--- src/hdl/adapter_regs_pkg.sv ---
// shared types and constants for the adapter status and maintenance registers
package adapter_regs_pkg;

  // register selects on the host side
  localparam logic [2:0] SEL_CONTROL_BUFFER = 3'h0;
  localparam logic [2:0] SEL_TRANSFER_DATA = 3'h1;
  localparam logic [2:0] SEL_EXTRA_ONE = 3'h2;
  localparam logic [2:0] SEL_EXTRA_TWO = 3'h3;

  // control_buffer_status field positions
  localparam int CB_MEM_REQ_BIT = 5;
  localparam int CB_DIR_BIT = 4;
  localparam int CB_BYTE_ALT_BIT = 3;
  localparam int CB_ONLINE_BIT = 2;
  localparam int CB_CU_MATCH_BIT = 1;
  localparam int CB_DEV_MATCH_BIT = 0;

  // extra_signals_one field positions
  localparam int ES1_INDEX_LSB = 8;
  localparam int ES1_ODD_BIT = 6;
  localparam int ES1_GRANT_ERR_BIT = 5;
  localparam int ES1_RESP_ERR_BIT = 4;
  localparam int ES1_TIMER_DIS_BIT = 3;
  localparam int ES1_FAST_TEST_BIT = 2;
  localparam int ES1_MCLK_EN_BIT = 1;
  localparam int ES1_MCLK_PULSE_BIT = 0;

  // extra_signals_two field positions
  localparam int ES2_DISCONNECT_BIT = 1;
  localparam int ES2_RESET_STORED_BIT = 0;

  localparam logic [15:0] RESET_WORD = 16'h0000;

  // timing at 20 MHz
  localparam int CLK_PERIOD_NS = 50;
  localparam int RESP_TIMEOUT_SEC = 5;
  localparam longint RESP_TIMEOUT_CYCLES = RESP_TIMEOUT_SEC * 64'd1000000000 / CLK_PERIOD_NS;
  localparam int GRANT_TIMEOUT_US = 10;
  localparam int GRANT_TIMEOUT_CYCLES = GRANT_TIMEOUT_US * 1000 / CLK_PERIOD_NS;

  // adapter phases that matter here
  localparam logic [2:0] PHASE_RESET_SEEN = 3'h4;
  localparam logic [2:0] PHASE_RESET_USE = 3'h7;
  localparam logic [2:0] PHASE_DATA_A = 3'h5;
  localparam logic [2:0] PHASE_DATA_B = 3'h6;

  typedef struct packed {
    logic write;
    logic [2:0] sel;
    logic [15:0] data;
  } host_req_t;

  typedef struct packed {
    logic [15:0] data;
    logic write;
  } mem_word_t;

  typedef enum logic [2:0] {
    MR_IDLE = 3'b001,
    MR_WAIT = 3'b010,
    MR_DONE = 3'b100
  } mem_state_t;

endpackage

--- src/hdl/adapter_status_regs.sv ---
// status, transfer data and maintenance registers of the channel adapter
`timescale 1ns/1ps
module adapter_status_regs #(
  parameter longint RESP_TIMEOUT = adapter_regs_pkg::RESP_TIMEOUT_CYCLES,
  parameter int GRANT_TIMEOUT = adapter_regs_pkg::GRANT_TIMEOUT_CYCLES,
  parameter int BUF_DEPTH = 2
)
(
  input wire logic CLK_IN,
  input wire logic RSTN_IN,
  input wire adapter_regs_pkg::host_req_t HOST_REQ_IN,
  input wire logic HOST_STROBE_IN,
  output logic [15:0] HOST_RDATA_OUT,
  input wire logic CB_CLEAR_IN,
  input wire logic ONLINE_REQUEST_IN,
  input wire logic [15:0] BUFFER_START_ADDRESS_IN,
  input wire logic [2:0] PHASE_IN,
  input wire logic MEM_START_IN,
  input wire logic MEM_WRITE_IN,
  input wire logic [15:0] MEM_WDATA_IN,
  input wire logic STATUS_PENDING_IN,
  input wire logic BYTE_STEP_IN,
  input wire logic [15:0] BUS_OUT_IN,
  input wire logic [7:0] CU_ADDRESS_IN,
  input wire logic [7:0] DEV_ADDRESS_IN,
  input wire logic OPERATIONAL_IN_IN,
  input wire logic SERVICE_IN_IN,
  input wire logic DISCONNECT_IN,
  input wire logic CHANNEL_RESET_IN,
  input wire logic GRANT_IN,
  input wire logic [15:0] MEM_RDATA_IN,
  input wire logic MEM_DONE_IN,
  input wire logic WORD_READY_IN,
  output logic WORD_VALID_OUT,
  output adapter_regs_pkg::mem_word_t WORD_OUT,
  output logic MEM_BUSY_OUT,
  output logic MEM_REQUEST_OUT,
  output logic [15:0] RESULT_ADDRESS_OUT,
  output logic SKIP_FETCH_OUT,
  output logic SIM_SERVICE_OUT_OUT,
  output logic TIME_STEP_OUT,
  output logic RESET_RECALL_OUT
);
  import adapter_regs_pkg::*;

  typedef struct packed {
    mem_state_t mst;
    logic mem_req;
    logic dir;
    logic byte_alt;
    logic online_lvl;
    logic [15:0] xfer_word;
    logic [7:0] next_index;
    logic grant_err;
    logic resp_err;
    logic timer_dis;
    logic fast_test;
    logic mclk_en;
    logic mclk_pulse;
    logic disc_seen;
    logic reset_stored;
    logic [63:0] resp_cnt;
    logic [31:0] grant_cnt;
    logic sim_channel_service_out;
    logic step;
    logic [15:0] rdata;
  } regs_state_t;

  regs_state_t s_r;
  regs_state_t s_nxt;
  logic channel_operational_in;
  logic channel_service_in;
  logic disc;
  logic chrst;
  logic cu_match;
  logic dev_match;
  logic buf_in_ready;
  logic buf_in_valid;
  logic host_wr;
  // grant timeout firing this cycle; a write-one-to-clear loses to it
  logic grant_evt;
  logic [15:0] cb_word;
  logic [15:0] es1_word;
  logic [15:0] es2_word;
  mem_word_t buf_word;

  pin_sync u_sync_opl (.CLK_IN(CLK_IN), .RSTN_IN(RSTN_IN), .pin_in(OPERATIONAL_IN_IN),
    .level_out(channel_operational_in));
  pin_sync u_sync_channel_service_in (.CLK_IN(CLK_IN), .RSTN_IN(RSTN_IN), .pin_in(SERVICE_IN_IN),
    .level_out(channel_service_in));
  pin_sync u_sync_disc (.CLK_IN(CLK_IN), .RSTN_IN(RSTN_IN), .pin_in(DISCONNECT_IN),
    .level_out(disc));
  pin_sync u_sync_rst (.CLK_IN(CLK_IN), .RSTN_IN(RSTN_IN), .pin_in(CHANNEL_RESET_IN),
    .level_out(chrst));

  // comparator is purely combinational, no latching
  assign cu_match = (BUS_OUT_IN[15:8] == CU_ADDRESS_IN);
  assign dev_match = cu_match && (BUS_OUT_IN[7:0] == DEV_ADDRESS_IN);

  assign cb_word = {10'h000, s_r.mem_req, s_r.dir, s_r.byte_alt, s_r.online_lvl,
    cu_match, dev_match};
  assign es1_word = {s_r.next_index, 1'b0, BUFFER_START_ADDRESS_IN[0], s_r.grant_err,
    s_r.resp_err, s_r.timer_dis, s_r.fast_test, s_r.mclk_en, s_r.mclk_pulse};
  assign es2_word = {14'h0000, s_r.disc_seen, s_r.reset_stored};
  assign host_wr = HOST_STROBE_IN && HOST_REQ_IN.write;
  assign grant_evt = (s_r.mst == MR_WAIT) && !GRANT_IN
    && (s_r.grant_cnt >= 32'(GRANT_TIMEOUT - 1));

  // words land in the buffer so a stalled consumer drops nothing
  assign buf_in_valid = (s_r.mst == MR_WAIT) && MEM_DONE_IN;
  assign buf_word.data = s_r.dir ? s_r.xfer_word : MEM_RDATA_IN;
  assign buf_word.write = s_r.dir;

  word_buffer #(.WIDTH($bits(mem_word_t)), .DEPTH(BUF_DEPTH)) u_buf (
    .CLK_IN(CLK_IN),
    .RSTN_IN(RSTN_IN),
    .in_valid_in(buf_in_valid),
    .in_ready_out(buf_in_ready),
    .in_data_in(buf_word),
    .out_valid_out(WORD_VALID_OUT),
    .out_ready_in(WORD_READY_IN),
    .out_data_out(WORD_OUT)
  );

  assign HOST_RDATA_OUT = s_r.rdata;
  assign MEM_BUSY_OUT = s_r.mem_req;
  assign MEM_REQUEST_OUT = s_r.mem_req && (s_r.mst == MR_WAIT);
  assign RESULT_ADDRESS_OUT = {7'h00, s_r.next_index, 1'b0};
  assign SKIP_FETCH_OUT = s_r.byte_alt && (PHASE_IN != PHASE_DATA_A)
    && (PHASE_IN != PHASE_DATA_B);
  assign SIM_SERVICE_OUT_OUT = s_r.sim_channel_service_out;
  assign TIME_STEP_OUT = s_r.step;
  assign RESET_RECALL_OUT = s_r.reset_stored && (PHASE_IN == PHASE_RESET_USE);

  always_comb
  begin
    s_nxt = s_r;
    // host read path runs every clock, independent of time-state stepping
    case (HOST_REQ_IN.sel)
      SEL_CONTROL_BUFFER: s_nxt.rdata = cb_word;
      SEL_TRANSFER_DATA: s_nxt.rdata = s_r.xfer_word;
      SEL_EXTRA_ONE: s_nxt.rdata = es1_word;
      SEL_EXTRA_TWO: s_nxt.rdata = es2_word;
      default: s_nxt.rdata = RESET_WORD;
    endcase

    // memory transfer handshake; buffer back-pressure holds the wait state
    case (s_r.mst)
      MR_IDLE:
      begin
        if (MEM_START_IN)
        begin
          s_nxt.mem_req = 1'b1;
          s_nxt.dir = MEM_WRITE_IN;
          if (MEM_WRITE_IN)
            s_nxt.xfer_word = MEM_WDATA_IN;
          s_nxt.grant_cnt = '0;
          s_nxt.mst = MR_WAIT;
        end
      end
      MR_WAIT:
      begin
        if (!GRANT_IN)
        begin
          if (s_r.grant_cnt >= 32'(GRANT_TIMEOUT - 1))
            s_nxt.grant_err = 1'b1;
          else
            s_nxt.grant_cnt = s_r.grant_cnt + 32'h0000_0001;
        end
        if (MEM_DONE_IN && buf_in_ready)
        begin
          s_nxt.xfer_word = buf_word.data;
          s_nxt.mem_req = 1'b0;
          s_nxt.mst = MR_DONE;
        end
      end
      MR_DONE: s_nxt.mst = MR_IDLE;
      default: s_nxt.mst = MR_IDLE;
    endcase

    if (STATUS_PENDING_IN && dev_match)
      s_nxt.byte_alt = 1'b1;
    else if (((PHASE_IN == PHASE_DATA_A) || (PHASE_IN == PHASE_DATA_B)) && BYTE_STEP_IN)
      s_nxt.byte_alt = !s_r.byte_alt;

    // online level is a single register stage of the program request, one clock behind
    s_nxt.online_lvl = ONLINE_REQUEST_IN;

    // program response watchdog; any host access restarts it
    if (!channel_operational_in || HOST_STROBE_IN || s_r.timer_dis)
      s_nxt.resp_cnt = '0;
    else if (s_r.resp_cnt >= 64'(RESP_TIMEOUT - 1))
      s_nxt.resp_err = 1'b1;
    else
      s_nxt.resp_cnt = s_r.resp_cnt + 64'h1;

    s_nxt.sim_channel_service_out = s_r.fast_test && channel_service_in;

    // time state advances freely unless maintenance clocking holds it
    s_nxt.step = !s_r.mclk_en || s_r.mclk_pulse;
    if (s_r.mclk_en && s_r.mclk_pulse)
      s_nxt.mclk_pulse = 1'b0;

    if (disc)
      s_nxt.disc_seen = 1'b1;
    if (chrst && (PHASE_IN == PHASE_RESET_SEEN))
      s_nxt.reset_stored = 1'b1;

    if (host_wr)
    begin
      case (HOST_REQ_IN.sel)
        SEL_EXTRA_ONE:
        begin
          s_nxt.next_index = HOST_REQ_IN.data[15:ES1_INDEX_LSB];
          // error flags are write-one-to-clear; a fresh event still wins
          if (HOST_REQ_IN.data[ES1_GRANT_ERR_BIT] && !grant_evt)
            s_nxt.grant_err = 1'b0;
          // a host access restarts the watchdog, so no set can coincide here
          if (HOST_REQ_IN.data[ES1_RESP_ERR_BIT])
            s_nxt.resp_err = 1'b0;
          s_nxt.timer_dis = HOST_REQ_IN.data[ES1_TIMER_DIS_BIT];
          s_nxt.fast_test = HOST_REQ_IN.data[ES1_FAST_TEST_BIT];
          // entry refused while online; leaving is always allowed
          s_nxt.mclk_en = HOST_REQ_IN.data[ES1_MCLK_EN_BIT]
            && (s_r.mclk_en || !s_r.online_lvl);
          if (HOST_REQ_IN.data[ES1_MCLK_PULSE_BIT] && s_r.mclk_en)
            s_nxt.mclk_pulse = 1'b1;
        end
        SEL_EXTRA_TWO:
        begin
          if (HOST_REQ_IN.data[ES2_DISCONNECT_BIT] && !disc)
            s_nxt.disc_seen = 1'b0;
          if (HOST_REQ_IN.data[ES2_RESET_STORED_BIT] && !chrst)
            s_nxt.reset_stored = 1'b0;
        end
        default: s_nxt.rdata = s_nxt.rdata;
      endcase
    end

    if (CB_CLEAR_IN)
    begin
      s_nxt.mem_req = 1'b0;
      s_nxt.dir = 1'b0;
      s_nxt.byte_alt = 1'b0;
      s_nxt.mst = MR_IDLE;
    end
  end

  always_ff @(posedge CLK_IN)
  begin
    if (!RSTN_IN)
    begin
      s_r <= '0;
      s_r.mst <= MR_IDLE;
      s_r.online_lvl <= 1'b0;
    end
    else
      s_r <= s_nxt;
  end

  chk_match_nest: assert property (@(posedge CLK_IN) disable iff (!RSTN_IN)
    dev_match |-> cu_match) else $error("device match without unit match");
  chk_online_follow: assert property (@(posedge CLK_IN) disable iff (!RSTN_IN)
    ##1 s_r.online_lvl == $past(ONLINE_REQUEST_IN)) else $error("online lag wrong");
  chk_clear_keeps: assert property (@(posedge CLK_IN) disable iff (!RSTN_IN)
    CB_CLEAR_IN ##1 1'b1 |-> !s_r.mem_req && !s_r.byte_alt) else $error("clear failed");
  chk_pulse_once: assert property (@(posedge CLK_IN) disable iff (!RSTN_IN)
    s_r.mclk_en && s_r.mclk_pulse |=> s_r.step ##1 !s_r.mclk_pulse)
    else $error("maintenance pulse not single");
  chk_hold_state: assert property (@(posedge CLK_IN) disable iff (!RSTN_IN)
    s_r.mclk_en && !s_r.mclk_pulse |=> !s_r.step) else $error("step while held");
  chk_no_maint_on: assert property (@(posedge CLK_IN) disable iff (!RSTN_IN)
    !s_r.mclk_en && s_r.online_lvl |=> !s_r.mclk_en) else $error("maint entered online");
  chk_fast_channel_service_out: assert property (@(posedge CLK_IN) disable iff (!RSTN_IN)
    s_r.fast_test && channel_service_in |=> s_r.sim_channel_service_out) else $error("no simulated service-out");
  chk_disc_set: assert property (@(posedge CLK_IN) disable iff (!RSTN_IN)
    disc |=> s_r.disc_seen) else $error("disconnect not recorded");
  chk_timer_off: assert property (@(posedge CLK_IN) disable iff (!RSTN_IN)
    s_r.timer_dis && !s_r.resp_err |=> !s_r.resp_err) else $error("timer not disabled");
  chk_req_drop: assert property (@(posedge CLK_IN) disable iff (!RSTN_IN)
    s_r.mst == MR_DONE |-> !s_r.mem_req) else $error("request held after done");

  // start in idle loads direction and raises the request on the next edge
  chk_dir_load: assert property (@(posedge CLK_IN) disable iff (!RSTN_IN)
    (s_r.mst == MR_IDLE) && MEM_START_IN && !CB_CLEAR_IN
    |=> s_r.mem_req && (s_r.dir == $past(MEM_WRITE_IN)))
    else $error("transfer start not taken");

  // missing grant at the limit must latch the error
  chk_grant_late: assert property (@(posedge CLK_IN) disable iff (!RSTN_IN)
    grant_evt |=> s_r.grant_err)
    else $error("grant latency not flagged");

  // watchdog expiry latches the response error unless disabled
  chk_resp_late: assert property (@(posedge CLK_IN) disable iff (!RSTN_IN)
    channel_operational_in && !HOST_STROBE_IN && !s_r.timer_dis
    && (s_r.resp_cnt >= 64'(RESP_TIMEOUT - 1)) |=> s_r.resp_err)
    else $error("response latency not flagged");

  // channel reset is only remembered in the reset phase
  chk_reset_store: assert property (@(posedge CLK_IN) disable iff (!RSTN_IN)
    chrst && (PHASE_IN == PHASE_RESET_SEEN) |=> s_r.reset_stored)
    else $error("channel reset not stored");

  // byte step outside data phases must leave the alternator alone
  chk_alt_hold: assert property (@(posedge CLK_IN) disable iff (!RSTN_IN)
    !STATUS_PENDING_IN && !CB_CLEAR_IN && (PHASE_IN != PHASE_DATA_A)
    && (PHASE_IN != PHASE_DATA_B) |=> s_r.byte_alt == $past(s_r.byte_alt))
    else $error("byte alternator moved outside data phase");
endmodule

--- src/hdl/word_buffer.sv ---
// two-entry valid/ready buffer for transfer words
`timescale 1ns/1ps
module word_buffer #(
  parameter int WIDTH = 17,
  parameter int DEPTH = 2
)
(
  input wire logic CLK_IN,
  input wire logic RSTN_IN,
  input wire logic in_valid_in,
  output logic in_ready_out,
  input wire logic [WIDTH-1:0] in_data_in,
  output logic out_valid_out,
  input wire logic out_ready_in,
  output logic [WIDTH-1:0] out_data_out
);
  localparam int AW = (DEPTH > 1) ? $clog2(DEPTH) : 1;

  typedef struct packed {
    logic [DEPTH-1:0][WIDTH-1:0] mem;
    logic [AW-1:0] wp;
    logic [AW-1:0] rp;
    logic [AW:0] cnt;
  } buf_state_t;

  buf_state_t s_r;
  buf_state_t s_nxt;
  logic push;
  logic pop;

  assign in_ready_out = (s_r.cnt != (AW+1)'(DEPTH));
  assign out_valid_out = (s_r.cnt != '0);
  assign out_data_out = s_r.mem[s_r.rp];
  assign push = in_valid_in && in_ready_out;
  assign pop = out_valid_out && out_ready_in;

  always_comb
  begin
    s_nxt = s_r;
    if (push)
    begin
      s_nxt.mem[s_r.wp] = in_data_in;
      s_nxt.wp = (s_r.wp == AW'(DEPTH - 1)) ? '0 : s_r.wp + 1'b1;
    end
    if (pop)
    begin
      s_nxt.rp = (s_r.rp == AW'(DEPTH - 1)) ? '0 : s_r.rp + 1'b1;
    end
    s_nxt.cnt = s_r.cnt + (AW+1)'(push) - (AW+1)'(pop);
  end

  always_ff @(posedge CLK_IN)
  begin
    if (!RSTN_IN)
      s_r <= '0;
    else
      s_r <= s_nxt;
  end
endmodule

--- src/hdl/pin_sync.sv ---
// three-stage pin synchroniser; output changes when stages two and three agree
`timescale 1ns/1ps
module pin_sync (
  input wire logic CLK_IN,
  input wire logic RSTN_IN,
  input wire logic pin_in,
  output logic level_out
);
  typedef struct packed {
    logic s1;
    logic s2;
    logic s3;
    logic lvl;
  } sync_state_t;

  sync_state_t s_r;
  sync_state_t s_nxt;

  assign level_out = s_r.lvl;

  always_comb
  begin
    s_nxt = s_r;
    s_nxt.s1 = pin_in;
    s_nxt.s2 = s_r.s1;
    s_nxt.s3 = s_r.s2;
    if (s_r.s2 == s_r.s3)
      s_nxt.lvl = s_r.s3;
  end

  always_ff @(posedge CLK_IN)
  begin
    if (!RSTN_IN)
      s_r <= '0;
    else
      s_r <= s_nxt;
  end
endmodule

--- config.mk ---
export PLATFORM = sky130hd
export DESIGN_NAME = adapter_status_regs
export DESIGN_NICKNAME = d
export VERILOG_FILES = /design/src/hdl/adapter_regs_pkg.sv /design/src/hdl/adapter_status_regs.sv /design/src/hdl/word_buffer.sv /design/src/hdl/pin_sync.sv
export SDC_FILE = /design/constraint.sdc
export NUM_CORES = 1
export LEC_CHECK = 0
export ABC_CLOCK_PERIOD_IN_PS = 2600
export CORE_AREA = 5 5 185 116
export DETAILED_ROUTE_END_ITERATION = 16
export DIE_AREA = 0 0 190 121
export DONT_BUFFER_PORTS = 1
export GPL_TIMING_DRIVEN = 0
export PLACE_DENSITY_LB_ADDON = 0.3
export SLEW_MARGIN = 20
export SYNTH_ARGS = -nofsm -noshare
export SYNTH_HDL_FRONTEND = slang
export SYNTH_SLANG_ARGS = --single-unit
--- constraint.sdc ---
create_clock -name CLK_IN -period 2.6 [get_ports CLK_IN]
set_input_delay 0.65 -clock CLK_IN [delete_from_list [all_inputs] [get_ports CLK_IN]]
set_output_delay 0.65 -clock CLK_IN [all_outputs]
set_load 0.02 [all_outputs]
==> impl_summary.txt <==
----------------------------------------------------
[Run status]
  Run status ... finished clean

[STA]
  Slew HR ... 45.1%
  Final hold violation count ... 0
  Min cycle time layout ... 2.56 ns
  Worst Tran Pin Value ... 0.823 ns
  Worst Slack Setup Final ... 0.0395 ns
  Total setup violations reported at the end of the flow ... 0
  Number of max-slew violations in the final report ... 0
  Top achievable clock speed ... 391 MHz
  Clock skew after layout ... 0.0112 ns
  Unrepaired setup endpoints after global routing ... true
  Share of the cycle needed by the critical path after routing ... 98.5%

[Synth]
  Synth unique cells ... 56
  Yosys top cell by area ... sky130_fd_sc_hd__dfxtp_1
  Syn avg cell area ... 9.32 sq um
  Sequential-to-total area share from yosys stat ... 48.0%
  Number of flops mapped to enable cells by yosys ... 0
  Post-synthesis cell area ... 8630 sq um
  Top cells by area, synth ... sky130_fd_sc_hd__dfxtp_1 48%, sky130_fd_sc_hd__nand2_1 4.5%, sky130_fd_sc_hd__o211a_1 3.7%
  Adder-cell area share of the yosys netlist ... 0.580%
  Proportion of netlist area held by the largest area contributor ... 48.0%
  Simple-gate share of the synthesized area ... 23.2%
  Parity-gate share of the synthesized area counting xor and xnor cells ... 2.84%
  Most common flop cell mapped by yosys ... sky130_fd_sc_hd__dfxtp_1
  Main combinational cell family by area after synthesis ... simple AND/OR/NAND/NOR gates
  Number of cells produced by synthesis ... 926
  YS warnings ... 0
  Compound-Gate Fraction of Synth Area ... 14.1%
  Most frequent cells after synthesis ... 207 x sky130_fd_sc_hd__dfxtp_1, 103 x sky130_fd_sc_hd__nand2_1, 79 x sky130_fd_sc_hd__nor2_1
  Synth Register Bits ... 207
  Fraction of registers with async set/reset ... 0%
  Leading cell type by number of instances after synthesis ... sky130_fd_sc_hd__dfxtp_1
  Mux cell area share after synthesis ... 5.50%

[Die]
  Top-level port count ... 175
  Die area ... 23000 sq um
  Die Span X ... 190 um
  Vert. Die Dim ... 121 um
  Standard cell core area ... 19600 sq um
  Number of cell rows ... 40
  Effective utilization at floorplan ... 44.1%

[Placed design]
  DPL Wire Length ... 17.2 mm
  Routability cong. ... 0.887
  Total placed instance area ... 9000 sq um
  Buffers on Ports ... 0
  Setup slack after placement ... -0.330 ns
  Number of placed instances, taps included ... 1206

[Detailed routing]
  Overall routed net length ... 23.0 mm
  Count of unresolved DRC violations after routing ... 0
  Drt via density ... 5.39
  Number of routed nets with antenna violations ... 0
  Total vias in the final route ... 6687
  WL/cell ... 18.5 um
  Detailed Route Iter0 Violations ... 458
  Drt first pass iters ... 5

[Worst setup path]
  Critical path required time ... 1.95 ns
  Kind of end point of the critical path ... output pin
  Crit Path Class ... reg2out
  Startpoint class of the critical path ... flip-flop
  Crit Path Max Fanout ... 10
  Crit path arrival time ... 1.91 ns

[CTS]
  TritonCTS buffer count ... 20
  CTS sink cnt ... 207
  Latest clock arrival within the worst-skew pair ... 0.50 ns
  Htree depth ... 1
  Clk pin slew, worst setup/hold paths ... 0.06 ns
  Max Buffers Root-to-Sink ... 3
  Clock tree from TritonCTS ... done
  CTS Root Buffer Type ... sky130_fd_sc_hd__clkbuf_16

[Finish]
  Design area ... 9790 sq um
  Final standard cell count with taps included and fillers excluded ... 1241
  Share of cells above drive strength 1 ... 13.5%
  Final antenna diode count ... 0
  Area Overhead vs Synth ... 13.4%
  Final core utilization ... 50.0%
  Post-layout nets ... 1077

[Power]
  Pwr Density ... 701 nW/um^2
  Power after layout ... 6.87 mW
  Lkg Pwr ... 4.13 nW
  Peak supply drop ... 0.383 mV

[Flow run]
  Max-cap violations ... 0

[GRT]
  GRT Overall Usage ... 18.9%
  Number of global-route vias before repair ... 6393
  Total grt overflow ... 0
  Antenna violations before repair ... 2
  Largest net degree at the start of global routing ... 16
  First-pass GRT wire length ... 34.9 mm

[Min path]
  Path class of the lowest-slack min-delay path ... in2reg

----------------------------------------------------
[cell usage in the layout (no fill, tap or decap), types with 26 or more instances in the layout]
cell	synthesis	final
sky130_fd_sc_hd__and3_1	46	46
sky130_fd_sc_hd__o211a_1	32	32
sky130_fd_sc_hd__nand2_1	103	103
sky130_fd_sc_hd__dfxtp_1	207	205
sky130_fd_sc_hd__and2_1	39	39
sky130_fd_sc_hd__mux2i_1	26	26
sky130_fd_sc_hd__a21oi_1	28	27
sky130_fd_sc_hd__nor2_1	79	79
sky130_fd_sc_hd__clkbuf_1	49	41
sky130_fd_sc_hd__buf_4	32	35
[registers in the layout (all words and copies together), names as in the netlist, 2 cells and up, named ones only]
register,flops
u_sync_disc.s_nxt,2
es1_word,5
u_buf.s_r,38
cb_word,2
u_sync_rst.s_nxt,2
u_sync_channel_service_in.s_nxt,2
u_sync_opl.s_nxt,2
RESULT_ADDRESS_OUT,8
es2_word,2
s_r,115
HOST_RDATA_OUT,16
[critical path: stages, from the launching register on]
cell and delay [ns]:
sky130_fd_sc_hd__dfxtp_1 0.60, sky130_fd_sc_hd__buf_2 0.37, sky130_fd_sc_hd__mux2_2 0.45
[cell families (layout without fill, tap and decap cells)]
logic type,count (synthesis),in the layout
AND/OR/NAND/NOR,389,389
other,1,8
adder cells (fa/ha/maj),4,4
AO/OA/AOI/OAI,156,156
flip-flops,207,207
multiplexers,44,44
XOR/XNOR,28,28
buffers and inverters,97,132
[report_power, final]
part	switching (mW)	internal, mW	total, mW
clock	1.24	1.97	3.20
sequential	0.0560	3.22	3.28
combinational	0.226	0.158	0.384
total	1.52	5.35	6.87
[path summary, 6_finish.rpt]
check | from | endpoint | slack, ns | cells after the start
setup / recovery | u_buf.s_r[2] | WORD_OUT[13] | 0.04 | 2
hold reg to reg | u_sync_channel_service_in.s_nxt[2] | u_sync_channel_service_in.s_nxt[1] | 0.43 | 1
hold / removal | HOST_REQ_IN[0] | es2_word[0] | 0.26 | 1
setup reg to reg | s_r[152] | u_buf.s_r[19] | 0.11 | 8
[final cells by class]
cell class,instances,area (sq um)
fillers,1843,9780
flip-flops and latches,207,4150
multi-input cells,629,4050
clock buffers,29,626
plain buffers,86,472
well taps,273,342
clock inverters,7,110
inverters,9,33.8
repair buffers,1,7.51
[per-stage QoR]
step | hold slack, ns | setup TNS, ns
6_report | 0.261 | 0
5_1_grt | 0.244 | -1.23
4_1_cts | 0.246 | 0
3_5_place_dp | 0.420 | -4.91
3_3_place_gp | 0.417 | -4.12
2_1_floorplan | 0.412 | 0
[per-layer routing]
| layer | wire (um) | GRT usage [%] | up-vias | part of all wire (%) |
|---|---|---|---|---|
| li1 | - | - | 3307 | - |
| met1 | 11400 | 28.0 | 3104 | 50 |
| met2 | 8960 | 26.6 | 232 | 39 |
| met3 | 2150 | 6.30 | 40 | 9.3 |
| met4 | 463 | 4.16 | 4 | 2.0 |
| met5 | 27 | 0 | - | 0.12 |
[timing repair]
action / CTS / global route
pin swaps: 0 / 2
gates resized for setup: 9 / 16
setup endpoints to repair: 39 / 61
hold buffers: 0 / 0
buffers inserted: 0 / 1
Note: power is estimated with default switching activity, not from simulation.
